===== src/include/bbme_pkg.sv =====
// Constants and types for the branch, bit and move execution block.
// Notes on behaviour
// (RULE1) Branch on negative flag set or clear
// (RULE2) Signed branches test negative xor overflow
// (RULE3) Branch on half-carry set or clear
// (RULE4) Branch on transfer flag set or clear
// (RULE5) Branch on overflow flag set or clear
// (RULE6) Branch on interrupt enable on or off
// (RULE7) I/O bit set or clear, two cycles
// (RULE8) Logical left shift, flags updated
// (RULE9) Logical right shift, flags updated
// (RULE10) Rotate left through carry, flags updated
// (RULE11) Rotate right through carry, flags updated
// (RULE12) Arithmetic right shift keeps bit seven
// (RULE13) Register bit to and from transfer flag
// (RULE14) Set or clear any single status flag
// (RULE15) Copy register or register pair, no flags
// (RULE16) Branch: one cycle skipped, two taken
package bbme_pkg;

  localparam int PC_W = 10;
  localparam int OFFSET_W = 7;
  localparam int BYTE_W = 8;
  localparam int GPR_N = 32;
  localparam int IO_N = 64;

  // ----------------------------------------------------------------
  // Register port map
  // ----------------------------------------------------------------
  localparam logic [7:0] ADDR_IO_BASE = 8'h20;
  localparam logic [7:0] ADDR_IO_END = 8'h60;
  localparam logic [7:0] ADDR_FLAGS = 8'h60;
  localparam logic [7:0] ADDR_PC_LO = 8'h61;
  localparam logic [7:0] ADDR_PC_HI = 8'h62;

  // ----------------------------------------------------------------
  // Status flag positions and reset values
  // ----------------------------------------------------------------
  localparam int FLAG_C = 0;
  localparam int FLAG_Z = 1;
  localparam int FLAG_N = 2;
  localparam int FLAG_V = 3;
  localparam int FLAG_S = 4;
  localparam int FLAG_H = 5;
  localparam int FLAG_T = 6;
  localparam int FLAG_I = 7;
  localparam logic [7:0] FLAGS_RESET = 8'h00;
  localparam logic [PC_W-1:0] PC_RESET = 10'h000;
  localparam logic [PC_W-1:0] PC_STEP = 10'h001;

  // ----------------------------------------------------------------
  // Operations and states
  // ----------------------------------------------------------------
  typedef enum logic [4:0] {
    op_branch_if_negative = 5'h00,
    op_branch_if_positive = 5'h01,
    op_branch_signed_not_less = 5'h02,
    op_branch_signed_less = 5'h03,
    op_branch_half_carry_set = 5'h04,
    op_branch_half_carry_clear = 5'h05,
    op_branch_transfer_flag_set = 5'h06,
    op_branch_transfer_flag_clear = 5'h07,
    op_branch_overflow_set = 5'h08,
    op_branch_overflow_clear = 5'h09,
    op_branch_interrupts_on = 5'h0a,
    op_branch_interrupts_off = 5'h0b,
    op_io_bit_set = 5'h0c,
    op_io_bit_clear = 5'h0d,
    op_shift_left_logical = 5'h0e,
    op_shift_right_logical = 5'h0f,
    op_rotate_left_carry = 5'h10,
    op_rotate_right_carry = 5'h11,
    op_shift_right_arithmetic = 5'h12,
    op_store_bit_to_transfer_flag = 5'h13,
    op_load_bit_from_transfer_flag = 5'h14,
    op_flag_set = 5'h15,
    op_flag_clear = 5'h16,
    op_copy_register = 5'h17,
    op_copy_register_pair = 5'h18,
    op_none = 5'h1f
  } bbme_op_e;

  typedef enum logic [1:0] {
    st_idle = 2'b00,
    st_io_write = 2'b01,
    st_branch = 2'b10
  } bbme_state_e;

endpackage


===== src/verilog/bbme_core.sv =====
// Execution core for branches, bit operations, shifts and moves.
`timescale 1ns/10ps
module bbme_core (
  input wire logic clock,
  input wire logic resetn,
  input wire logic instr_valid,
  input wire bbme_pkg::bbme_op_e instr_op,
  input wire logic [4:0] instr_dst,
  input wire logic [4:0] instr_src,
  input wire logic [2:0] instr_bit,
  input wire logic [5:0] instr_io,
  input wire logic [6:0] instr_offset,
  input wire logic [7:0] reg_addr,
  input wire logic [7:0] reg_wdata,
  input wire logic reg_write,
  input wire logic reg_read,
  output logic [7:0] reg_rdata,
  output logic busy,
  output logic done,
  output logic [9:0] pc,
  output logic [7:0] flags
);

  // ----------------------------------------------------------------
  // State
  // ----------------------------------------------------------------
  typedef struct packed {
    logic [bbme_pkg::GPR_N-1:0][7:0] gpr;
    logic [bbme_pkg::IO_N-1:0][7:0] io;
    logic [7:0] flags;
    logic [bbme_pkg::PC_W-1:0] pc;
    bbme_pkg::bbme_state_e state;
    logic [bbme_pkg::PC_W-1:0] pend_pc;
    logic [5:0] pend_addr;
    logic [2:0] pend_bit;
    logic pend_val;
    logic busy;
    logic done;
    logic [7:0] rdata;
  } bbme_regs_s;

  bbme_regs_s s;
  bbme_regs_s next_s;

  // ----------------------------------------------------------------
  // Decoding helpers
  // ----------------------------------------------------------------
  function automatic logic bbme_is_branch(input bbme_pkg::bbme_op_e op);
    bbme_is_branch = (op <= bbme_pkg::op_branch_interrupts_off);
  endfunction

  function automatic logic bbme_cond(input bbme_pkg::bbme_op_e op, input logic [7:0] f);
    case (op)
      bbme_pkg::op_branch_if_negative: bbme_cond = f[bbme_pkg::FLAG_N]; // [RULE1]
      bbme_pkg::op_branch_if_positive: bbme_cond = !f[bbme_pkg::FLAG_N]; // [RULE1]
      bbme_pkg::op_branch_signed_not_less:
        bbme_cond = !(f[bbme_pkg::FLAG_N] ^ f[bbme_pkg::FLAG_V]); // [RULE2]
      bbme_pkg::op_branch_signed_less:
        bbme_cond = f[bbme_pkg::FLAG_N] ^ f[bbme_pkg::FLAG_V]; // [RULE2]
      bbme_pkg::op_branch_half_carry_set: bbme_cond = f[bbme_pkg::FLAG_H]; // [RULE3]
      bbme_pkg::op_branch_half_carry_clear: bbme_cond = !f[bbme_pkg::FLAG_H]; // [RULE3]
      bbme_pkg::op_branch_transfer_flag_set: bbme_cond = f[bbme_pkg::FLAG_T]; // [RULE4]
      bbme_pkg::op_branch_transfer_flag_clear: bbme_cond = !f[bbme_pkg::FLAG_T]; // [RULE4]
      bbme_pkg::op_branch_overflow_set: bbme_cond = f[bbme_pkg::FLAG_V]; // [RULE5]
      bbme_pkg::op_branch_overflow_clear: bbme_cond = !f[bbme_pkg::FLAG_V]; // [RULE5]
      bbme_pkg::op_branch_interrupts_on: bbme_cond = f[bbme_pkg::FLAG_I]; // [RULE6]
      bbme_pkg::op_branch_interrupts_off: bbme_cond = !f[bbme_pkg::FLAG_I]; // [RULE6]
      default: bbme_cond = 1'b0;
    endcase
  endfunction

  // Zero, carry, negative and overflow after a shift or rotate
  function automatic logic [7:0] bbme_shift_flags(input logic [7:0] f, input logic [7:0] res,
                                                  input logic c);
    logic [7:0] r;
    r = f;
    r[bbme_pkg::FLAG_C] = c;
    r[bbme_pkg::FLAG_Z] = (res == 8'h00);
    r[bbme_pkg::FLAG_N] = res[7];
    r[bbme_pkg::FLAG_V] = res[7] ^ c;
    bbme_shift_flags = r;
  endfunction

  function automatic logic [4:0] bbme_pair(input logic [4:0] idx);
    bbme_pair = {idx[4:1], 1'b0};
  endfunction

  // ----------------------------------------------------------------
  // Combinational helpers
  // ----------------------------------------------------------------
  logic accept;
  logic br_op;
  logic br_taken;
  logic [7:0] dst_val;
  logic sel_bit;
  logic [7:0] bit_mask;
  logic sw_flag_wr;
  logic [bbme_pkg::PC_W-1:0] off_ext;
  logic [bbme_pkg::PC_W-1:0] br_target;
  logic [bbme_pkg::PC_W-1:0] pc_next_seq;

  assign accept = instr_valid && (s.state == bbme_pkg::st_idle);
  assign br_op = bbme_is_branch(instr_op);
  assign br_taken = bbme_cond(instr_op, s.flags);
  assign dst_val = s.gpr[instr_dst];
  assign sel_bit = dst_val[instr_bit];
  assign bit_mask = 8'h01 << instr_bit;
  assign sw_flag_wr = reg_write && (reg_addr == bbme_pkg::ADDR_FLAGS);
  // Signed word displacement
  assign off_ext = {{(bbme_pkg::PC_W-bbme_pkg::OFFSET_W){instr_offset[6]}}, instr_offset}; // [RULE16]
  assign br_target = s.pc + off_ext + bbme_pkg::PC_STEP; // [RULE1] [RULE4]
  assign pc_next_seq = s.pc + bbme_pkg::PC_STEP;

  // ----------------------------------------------------------------
  // Next state
  // ----------------------------------------------------------------
  always_comb begin
    next_s = s;
    next_s.done = 1'b0;
    next_s.rdata = 8'h00;
    if (reg_read) begin
      if (reg_addr < bbme_pkg::ADDR_IO_BASE) begin
        next_s.rdata = s.gpr[reg_addr[4:0]];
      end else if (reg_addr < bbme_pkg::ADDR_IO_END) begin
        next_s.rdata = s.io[6'(reg_addr - bbme_pkg::ADDR_IO_BASE)];
      end else if (reg_addr == bbme_pkg::ADDR_FLAGS) begin
        next_s.rdata = s.flags;
      end else if (reg_addr == bbme_pkg::ADDR_PC_LO) begin
        next_s.rdata = s.pc[7:0];
      end else if (reg_addr == bbme_pkg::ADDR_PC_HI) begin
        next_s.rdata = 8'(s.pc >> bbme_pkg::BYTE_W);
      end
    end
    if (reg_write) begin
      if (reg_addr < bbme_pkg::ADDR_IO_BASE) begin
        next_s.gpr[reg_addr[4:0]] = reg_wdata;
      end else if (reg_addr < bbme_pkg::ADDR_IO_END) begin
        next_s.io[6'(reg_addr - bbme_pkg::ADDR_IO_BASE)] = reg_wdata;
      end else if (reg_addr == bbme_pkg::ADDR_FLAGS) begin
        next_s.flags = reg_wdata;
      end
    end
    case (s.state)
      bbme_pkg::st_idle: begin
        if (accept) begin
          next_s.pc = pc_next_seq;
          next_s.done = 1'b1;
          if (br_op) begin
            if (br_taken) begin
              // Second cycle loads the target; flags untouched
              next_s.pend_pc = br_target; // [RULE16]
              next_s.state = bbme_pkg::st_branch;
              next_s.busy = 1'b1;
              next_s.done = 1'b0;
              next_s.pc = s.pc;
            end
          end else begin
            case (instr_op)
              bbme_pkg::op_io_bit_set, bbme_pkg::op_io_bit_clear: begin
                // Read-modify-write spread over two cycles
                next_s.pend_addr = instr_io; // [RULE7]
                next_s.pend_bit = instr_bit;
                next_s.pend_val = (instr_op == bbme_pkg::op_io_bit_set);
                next_s.state = bbme_pkg::st_io_write;
                next_s.busy = 1'b1;
                next_s.done = 1'b0;
                next_s.pc = s.pc;
              end
              bbme_pkg::op_shift_left_logical: begin
                next_s.gpr[instr_dst] = {dst_val[6:0], 1'b0}; // [RULE8]
                next_s.flags = bbme_shift_flags(s.flags, {dst_val[6:0], 1'b0}, dst_val[7]);
              end
              bbme_pkg::op_shift_right_logical: begin
                next_s.gpr[instr_dst] = {1'b0, dst_val[7:1]}; // [RULE9]
                next_s.flags = bbme_shift_flags(s.flags, {1'b0, dst_val[7:1]}, dst_val[0]);
              end
              bbme_pkg::op_rotate_left_carry: begin
                next_s.gpr[instr_dst] = {dst_val[6:0], s.flags[bbme_pkg::FLAG_C]}; // [RULE10]
                next_s.flags = bbme_shift_flags(s.flags,
                                                {dst_val[6:0], s.flags[bbme_pkg::FLAG_C]},
                                                dst_val[7]);
              end
              bbme_pkg::op_rotate_right_carry: begin
                next_s.gpr[instr_dst] = {s.flags[bbme_pkg::FLAG_C], dst_val[7:1]}; // [RULE11]
                next_s.flags = bbme_shift_flags(s.flags,
                                                {s.flags[bbme_pkg::FLAG_C], dst_val[7:1]},
                                                dst_val[0]);
              end
              bbme_pkg::op_shift_right_arithmetic: begin
                next_s.gpr[instr_dst] = {dst_val[7], dst_val[7:1]}; // [RULE12]
                next_s.flags = bbme_shift_flags(s.flags, {dst_val[7], dst_val[7:1]}, dst_val[0]);
              end
              bbme_pkg::op_store_bit_to_transfer_flag: begin
                next_s.flags[bbme_pkg::FLAG_T] = sel_bit; // [RULE13]
              end
              bbme_pkg::op_load_bit_from_transfer_flag: begin
                next_s.gpr[instr_dst][instr_bit] = s.flags[bbme_pkg::FLAG_T]; // [RULE13]
              end
              bbme_pkg::op_flag_set: begin
                next_s.flags = s.flags | bit_mask; // [RULE14]
              end
              bbme_pkg::op_flag_clear: begin
                next_s.flags = s.flags & ~bit_mask; // [RULE14]
              end
              bbme_pkg::op_copy_register: begin
                next_s.gpr[instr_dst] = s.gpr[instr_src]; // [RULE15]
              end
              bbme_pkg::op_copy_register_pair: begin
                next_s.gpr[bbme_pair(instr_dst)] = s.gpr[bbme_pair(instr_src)]; // [RULE15]
                next_s.gpr[bbme_pair(instr_dst) | 5'h01] = s.gpr[bbme_pair(instr_src) | 5'h01];
              end
              default: begin
                next_s.pc = pc_next_seq;
              end
            endcase
          end
        end
      end
      bbme_pkg::st_io_write: begin
        next_s.io[s.pend_addr][s.pend_bit] = s.pend_val; // [RULE7]
        next_s.pc = pc_next_seq;
        next_s.busy = 1'b0;
        next_s.done = 1'b1;
        next_s.state = bbme_pkg::st_idle;
      end
      bbme_pkg::st_branch: begin
        next_s.pc = s.pend_pc; // [RULE16]
        next_s.busy = 1'b0;
        next_s.done = 1'b1;
        next_s.state = bbme_pkg::st_idle;
      end
      default: begin
        next_s.busy = 1'b0;
        next_s.state = bbme_pkg::st_idle;
      end
    endcase
  end

  always_ff @(posedge clock or negedge resetn) begin
    if (!resetn) begin
      s <= '0;
      s.flags <= bbme_pkg::FLAGS_RESET;
      s.pc <= bbme_pkg::PC_RESET;
    end else begin
      s <= next_s;
    end
  end

  assign reg_rdata = s.rdata;
  assign busy = s.busy;
  assign done = s.done;
  assign pc = s.pc;
  assign flags = s.flags;

  // ----------------------------------------------------------------
  // Assertions
  // ----------------------------------------------------------------
  a_branch_taken_time: assert property (@(posedge clock) disable iff (!resetn) // [RULE16]
    accept && br_op && br_taken |=> busy && !done ##1 done && !busy)
    else $error("taken branch did not finish in two cycles");

  a_branch_skip_time: assert property (@(posedge clock) disable iff (!resetn) // [RULE16]
    accept && br_op && !br_taken |=> done && !busy && pc == 10'($past(pc) + 10'h001))
    else $error("skipped branch did not finish in one cycle");

  a_branch_target_pc: assert property (@(posedge clock) disable iff (!resetn) // [RULE1]
    accept && br_op && br_taken |-> ##2 pc == $past(br_target, 2))
    else $error("taken branch went to the wrong address");

  a_signed_less_cond: assert property (@(posedge clock) disable iff (!resetn) // [RULE2]
    accept && instr_op == bbme_pkg::op_branch_signed_less |->
      br_taken == (flags[bbme_pkg::FLAG_N] ^ flags[bbme_pkg::FLAG_V]))
    else $error("signed less condition wrong");

  a_branch_keeps_flags: assert property (@(posedge clock) disable iff (!resetn) // [RULE3]
    accept && br_op && !sw_flag_wr |=> flags == $past(flags))
    else $error("branch changed a status flag");

  a_io_two_cycles: assert property (@(posedge clock) disable iff (!resetn) // [RULE7]
    accept && (instr_op == bbme_pkg::op_io_bit_set || instr_op == bbme_pkg::op_io_bit_clear)
      |=> busy && !done ##1 done && !busy)
    else $error("io bit operation not two cycles");

  a_shift_left_flags: assert property (@(posedge clock) disable iff (!resetn) // [RULE8]
    accept && instr_op == bbme_pkg::op_shift_left_logical |=>
      flags[bbme_pkg::FLAG_C] == $past(dst_val[7]) &&
      flags[bbme_pkg::FLAG_V] == (flags[bbme_pkg::FLAG_N] ^ flags[bbme_pkg::FLAG_C]))
    else $error("left shift flags wrong");

  a_rotate_right_carry: assert property (@(posedge clock) disable iff (!resetn) // [RULE11]
    accept && instr_op == bbme_pkg::op_rotate_right_carry |=>
      flags[bbme_pkg::FLAG_C] == $past(dst_val[0]) &&
      flags[bbme_pkg::FLAG_N] == $past(flags[bbme_pkg::FLAG_C]))
    else $error("rotate right carry wrong");

  a_bit_store_flag: assert property (@(posedge clock) disable iff (!resetn) // [RULE13]
    accept && instr_op == bbme_pkg::op_store_bit_to_transfer_flag |=>
      flags[bbme_pkg::FLAG_T] == $past(sel_bit) && done)
    else $error("bit store to transfer flag wrong");

  a_flag_set_only: assert property (@(posedge clock) disable iff (!resetn) // [RULE14]
    accept && instr_op == bbme_pkg::op_flag_set && !sw_flag_wr |=>
      flags == ($past(flags) | $past(bit_mask)))
    else $error("flag set touched other flags");

endmodule // bbme_core


===== config.mk =====
export PLATFORM = sky130hd
export DESIGN_NAME = bbme_core
export DESIGN_NICKNAME = d
export VERILOG_FILES = /design/src/include/bbme_pkg.sv /design/src/verilog/bbme_core.sv
export SDC_FILE = /design/constraint.sdc
export NUM_CORES = 2
export LEC_CHECK = 0
export BUFFER_PORTS_ARGS = -buffer_cell sky130_fd_sc_hd__buf_2
export CAP_MARGIN = 20
export CELL_PAD_IN_SITES_DETAIL_PLACEMENT = 2
export CELL_PAD_IN_SITES_GLOBAL_PLACEMENT = 2
export CORE_UTILIZATION = 44
export CTS_CLUSTER_SIZE = 20
export DETAILED_ROUTE_END_ITERATION = 8
export MAX_ROUTING_LAYER = met4
export PLACE_DENSITY_LB_ADDON = 0.1
export SLEW_MARGIN = 25
export SYNTH_ARGS = -nofsm -noshare
export SYNTH_HDL_FRONTEND = slang
export SYNTH_SLANG_ARGS = --single-unit

===== constraint.sdc =====
create_clock -name clock -period 4.85 [get_ports clock]
set_clock_uncertainty 0.2 [all_clocks]
set_input_delay 0.485 -clock clock [delete_from_list [all_inputs] [get_ports clock]]
set_output_delay 0.485 -clock clock [all_outputs]
set_load 0.02 [all_outputs]

==> flow_summary.json, run 1 <==
{
  "yosys_warnings": 0,
  "synth-seq-area-share_pct": 29.1,
  "avgSynthCellArea_um2": 8.51,
  "synth_cell_types": 101,
  "gp_congestion": 1.09,
  "synth-edff-count": 0,
  "synth_top_area_share_pct": 29.1,
  "antenna_found_initial": 74,
  "portBuffers": 79,
  "rows": 146,
  "synth_top_cell_by_area": "dfrtp_1",
  "tool.error": "[ERROR GRT-0232] Routing congestion too high. Check the congestion heatmap in the GUI.",
  "synthFlopType": "dfrtp_1",
  "ys_seq_elements": 818,
  "grt_max_degree": 181,
  "cts_buffer_depth": 3,
  "die_h_um": 402,
  "pin_count": 80,
  "grt-worst-endpoint": "s[408]$_DFF_PN0_/D",
  "die_w_um": 402,
  "async_flop_share_pct": 100,
  "worst-endpoint-pin-kind": "register input",
  "syn-num-nets": 8323,
  "gr-usage-all-layers_pct": 79.2,
  "dp_hpwl_mm": 294,
  "initial_utilization_pct": 44.3,
  "synthesis.area_um2": 70200,
  "clkSinkCount": 818,
  "syn_inst": 8255,
  "cts_max_level": 3,
  "post_dp_cell_area_um2": 74100,
  "cts-buffers-inserted": 107,
  "synthTopCellsByArea": "dfrtp_1 (29%), mux2i_1 (13%), mux4_2 (11%), o21ai_0 (6.5%), nand2_1 (5.2%)",
  "failed_stage": "global routing",
  "synth_most_common_cell": "nand2_1",
  "ys_top_cells_by_count": "nand2_1 (981), nor2_1 (959), o21ai_0 (915)",
  "cts_root_buf": "clkbuf_16",
  "grt.overflow.total": 188,
  "status": "stopped before the end"
}
## metal layers
metal  overflow  track usage, %
met1          7            80.7
met5          -               -
met2         66            92.8
met4         96            77.4
met3         19            59.9
## kinds of logic after synthesis
| logic type | Yosys count | synth area share [%] |
|---|---|---|
| muxes | 1370 | 26.1 |
| DFF | 818 | 29.1 |
| and+or+nand+nor | 2541 | 16.0 |
| AOI/OAI and AO/OA | 2542 | 22.5 |
| buffers and inverters | 952 | 5.77 |
| xor gates and xnor gates | 15 | 0.187 |
| adders and majority gates | 17 | 0.310 |
## what timing repair did
action                    CTS
resized for setup           0
hold endpoints to repair   75
setup buffers               0
hold buffers               11
## stage by stage
step | hold WS (ps) | cells | utilization (%) | setup WS, ps
CTS | 30.7 | 10189 | 49.2 | 882
global placement | 274 | 9977 | 46.8 | 667
floorplan | -10.6 | 8255 | - | 1510
detailed placement | 282 | 9979 | 46.8 | 634
==> inputs of run 2 (changes only) <==
==> config.mk (replaced) <==
export PLATFORM = sky130hd
export DESIGN_NAME = bbme_core
export DESIGN_NICKNAME = d
export VERILOG_FILES = /design/src/include/bbme_pkg.sv /design/src/verilog/bbme_core.sv
export SDC_FILE = /design/constraint.sdc
export NUM_CORES = 2
export LEC_CHECK = 0
export BUFFER_PORTS_ARGS = -buffer_cell sky130_fd_sc_hd__buf_2
export CAP_MARGIN = 20
export CORE_UTILIZATION = 35
export DETAILED_ROUTE_END_ITERATION = 8
export PLACE_DENSITY_LB_ADDON = 0.15
export SLEW_MARGIN = 25
export SYNTH_ARGS = -nofsm -noshare
export SYNTH_HDL_FRONTEND = slang
export SYNTH_SLANG_ARGS = --single-unit
==> run 2 against run 1 <==
Net effect: the run now ends clean; area after synthesis stayed put; synthesized cell count stayed put.
==> flow_summary.json, run 2 <==
{
  "status": "completed",
  "crit_path_end": "s[793]",
  "die_area_um2": 202000,
  "vias_per_cell": 7.01,
  "crit_path_max_incr_delay_ps": 810,
  "synthFlopType": "dfrtp_1",
  "timing.fmax_mhz": 232,
  "fin_cells": 10876,
  "comb_power_share_pct": 37.9,
  "clkSinkCount": 818,
  "switching_power_mw": 13.0,
  "slew_viol_final": 0,
  "holdWs_ps": 28.1,
  "timing.slew.headroom_pct": 14.3,
  "cts_max_level": 3,
  "drive_above_1_share_pct": 17.4,
  "final_cell_mix": "nand2_1 (976), nor2_1 (926), o21ai_0 (913), mux2i_1 (899), dfrtp_1 (816)",
  "tightest_slew_ps": 1290,
  "syn-num-nets": 8323,
  "yosys_warnings": 0,
  "wl_per_cell_um": 39.0,
  "criticalPathCategory": "reg -> reg",
  "post-route-cell-area_um2": 79500,
  "crit_start": "s[30]",
  "post_cts_buffers": 0,
  "area_growth_pct": 13.2,
  "regMostFlops": "s",
  "tns_ps": 0,
  "maxCapViolCount": 0,
  "cp_slowest_cell": "nor2_1",
  "worstReg2RegEnd": "s[793]",
  "cts-buffers-inserted": 105,
  "cp-end-kind": "flop",
  "p_leak_nw": 29.5,
  "grt.overflow.total": 0,
  "grt_pass1_vias": 70289,
  "final_nets": 8191,
  "p_total_mw": 29.8,
  "cp.arrival_ps": 4810,
  "avgSynthCellArea_um2": 8.51,
  "finalWirelength_mm": 424,
  "reg.largest.list": "s x790, pc x10",
  "fin_util_pct": 39.9,
  "pwr-share-seq_pct": 34.0,
  "required_ps": 5350,
  "ys_top_cells_by_count": "nand2_1 (981), nor2_1 (959), o21ai_0 (915)",
  "clkPwrFrac_pct": 28.1,
  "holdCritPathClass": "in -> reg",
  "post-route-drc-count": 0,
  "gp_congestion": 1.10,
  "cp_cell_sequence": "inv_1 -> ha_1 -> nand2_1 -> a211oi_1 -> a31oi_4 -> buf_4 -> nor2_1 -> o21ai_0 -> a32oi_1",
  "reg2reg_slack_ps": 540,
  "initial_utilization_pct": 35.2,
  "ir_drop_mv": 0.352,
  "gr-usage-all-layers_pct": 40.2,
  "pin_count": 80,
  "largest_reg_flops": 790,
  "post_dp_cell_area_um2": 75700,
  "synthesis.area_um2": 70200,
  "fillers": 19886,
  "hold_viol_final": 0,
  "rr_worst_depth": 9,
  "intPower_mw": 16.8,
  "antenna_found_initial": 24,
  "fin_crit_sh_pct": 88.8,
  "die_h_um": 450,
  "first_pass_iters": 7,
  "cts_buffer_depth": 3,
  "switching_share_pct": 43.6,
  "portBuffers": 79,
  "synth-edff-count": 0,
  "rsz0062_at_grt": "no",
  "die_w_um": 450,
  "grt_max_degree": 205,
  "syn_inst": 8255,
  "dp_hpwl_mm": 281,
  "synthTopCellsByArea": "dfrtp_1 (29%), mux2i_1 (13%), mux4_2 (11%), o21ai_0 (6.5%), nand2_1 (5.2%)",
  "p_per_area_nw_per_um2": 375,
  "rows": 164,
  "insertion_delay_ps": 820,
  "critical_path_buf_inv_count": 2,
  "core-area_um2": 199000,
  "synth_cell_types": 101,
  "crit_family": "compound AO/OA/AOI/OAI gates",
  "synth_top_cell_by_area": "dfrtp_1",
  "dp_cells": 10655,
  "dr_total_vias": 76256,
  "async_flop_share_pct": 100,
  "finalSetupViolCount": 0,
  "crit_cells": 9,
  "initialDrtViolationCount": 12484,
  "synth_top_area_share_pct": 29.1,
  "ys_seq_elements": 818,
  "clkTransAtPathRegs_ps": 60,
  "cts_root_buf": "clkbuf_16",
  "startpoint_type": "flop",
  "cts_tree": "done",
  "drtAntennaViolNets": 0,
  "setup_slack_ps": 545,
  "rr_startpoint": "s[30]",
  "grt_pass1_wl_mm": 581,
  "synth_most_common_cell": "nand2_1",
  "place_ws_ps": 374,
  "synth-seq-area-share_pct": 29.1,
  "cp_max_fo": 17,
  "period_minus_slack_ps": 4310,
  "layout_commonest_cell": "nand2_1"
}
run 2: cell counts after synthesis:
No cell type changed its count.
run 2: timing repair:
action	in CTS	in global routing
gates resized for setup	0	0
endpoints found under the hold margin	132	0
hold buffers	13	0
run 2: per-layer routing:
metal	share of wire (%)	vias to the layer above	global-route usage [%]
met2	40	6024	56.3
met3	13	1595	15.1
met4	8.9	14	29.3
li1	-	30635	-
met1	37	37988	50.2
met5	0.032	-	0
run 2: kinds of logic after synthesis:
kind of cell,share of synthesized area [%]
AOI/OAI and AO/OA,22.5
DFF,29.1
adders and majority gates,0.310
buffers and inverters,5.77
and+or+nand+nor,16.0
muxes,26.1
xor gates and xnor gates,0.187
run 2: power groups by stage:
stage / Combinational [mW] / Sequential (mW) / Clock (mW)
3_3_place_gp: 10.7 / 10.1 / 0
5_1_grt: 11.7 / 10.2 / 8.67
2_1_floorplan: 7.16 / 8.99 / 0
6_report: 11.3 / 10.2 / 8.37
3_5_place_dp: 10.8 / 10.1 / 0
4_1_cts: 10.8 / 9.98 / 8.41
run 2: worst reg2reg max path: cells and delay by family, from the launching register on:
family,cells,cell delay (ps)
simple gates,2,1100
buf+inv,2,530
compound gates,4,1670
flops,1,430
fa+ha+maj,1,280
run 2: worst min path at each step:
stage	start	endpoint	slack, ps	cells after the start
after CTS	instr_offset[3]	s[23]	4	4
after global placement	s[28]	s[28]	270	2
after floorplan	resetn	busy	-10	0
after global routing	instr_offset[3]	s[23]	40	4
after detailed placement	busy	busy	280	1
final	instr_offset[4]	s[24]	30	5
run 2: area by class of cell:
type / count / area (um2) / share of cell area (%)
multi-input combinational: 6485 / 46300 / 58.2
sequential: 818 / 20500 / 25.7
timing repair buffer: 664 / 5720 / 7.19
tap: 2656 / 3320 / 4.18
clock buffer: 157 / 3120 / 3.93
clock inverter: 31 / 399 / 0.502
inverter: 49 / 185 / 0.233
antenna: 16 / 40.0 / 0.0503
Note: power is estimated with default switching activity, not from simulation.
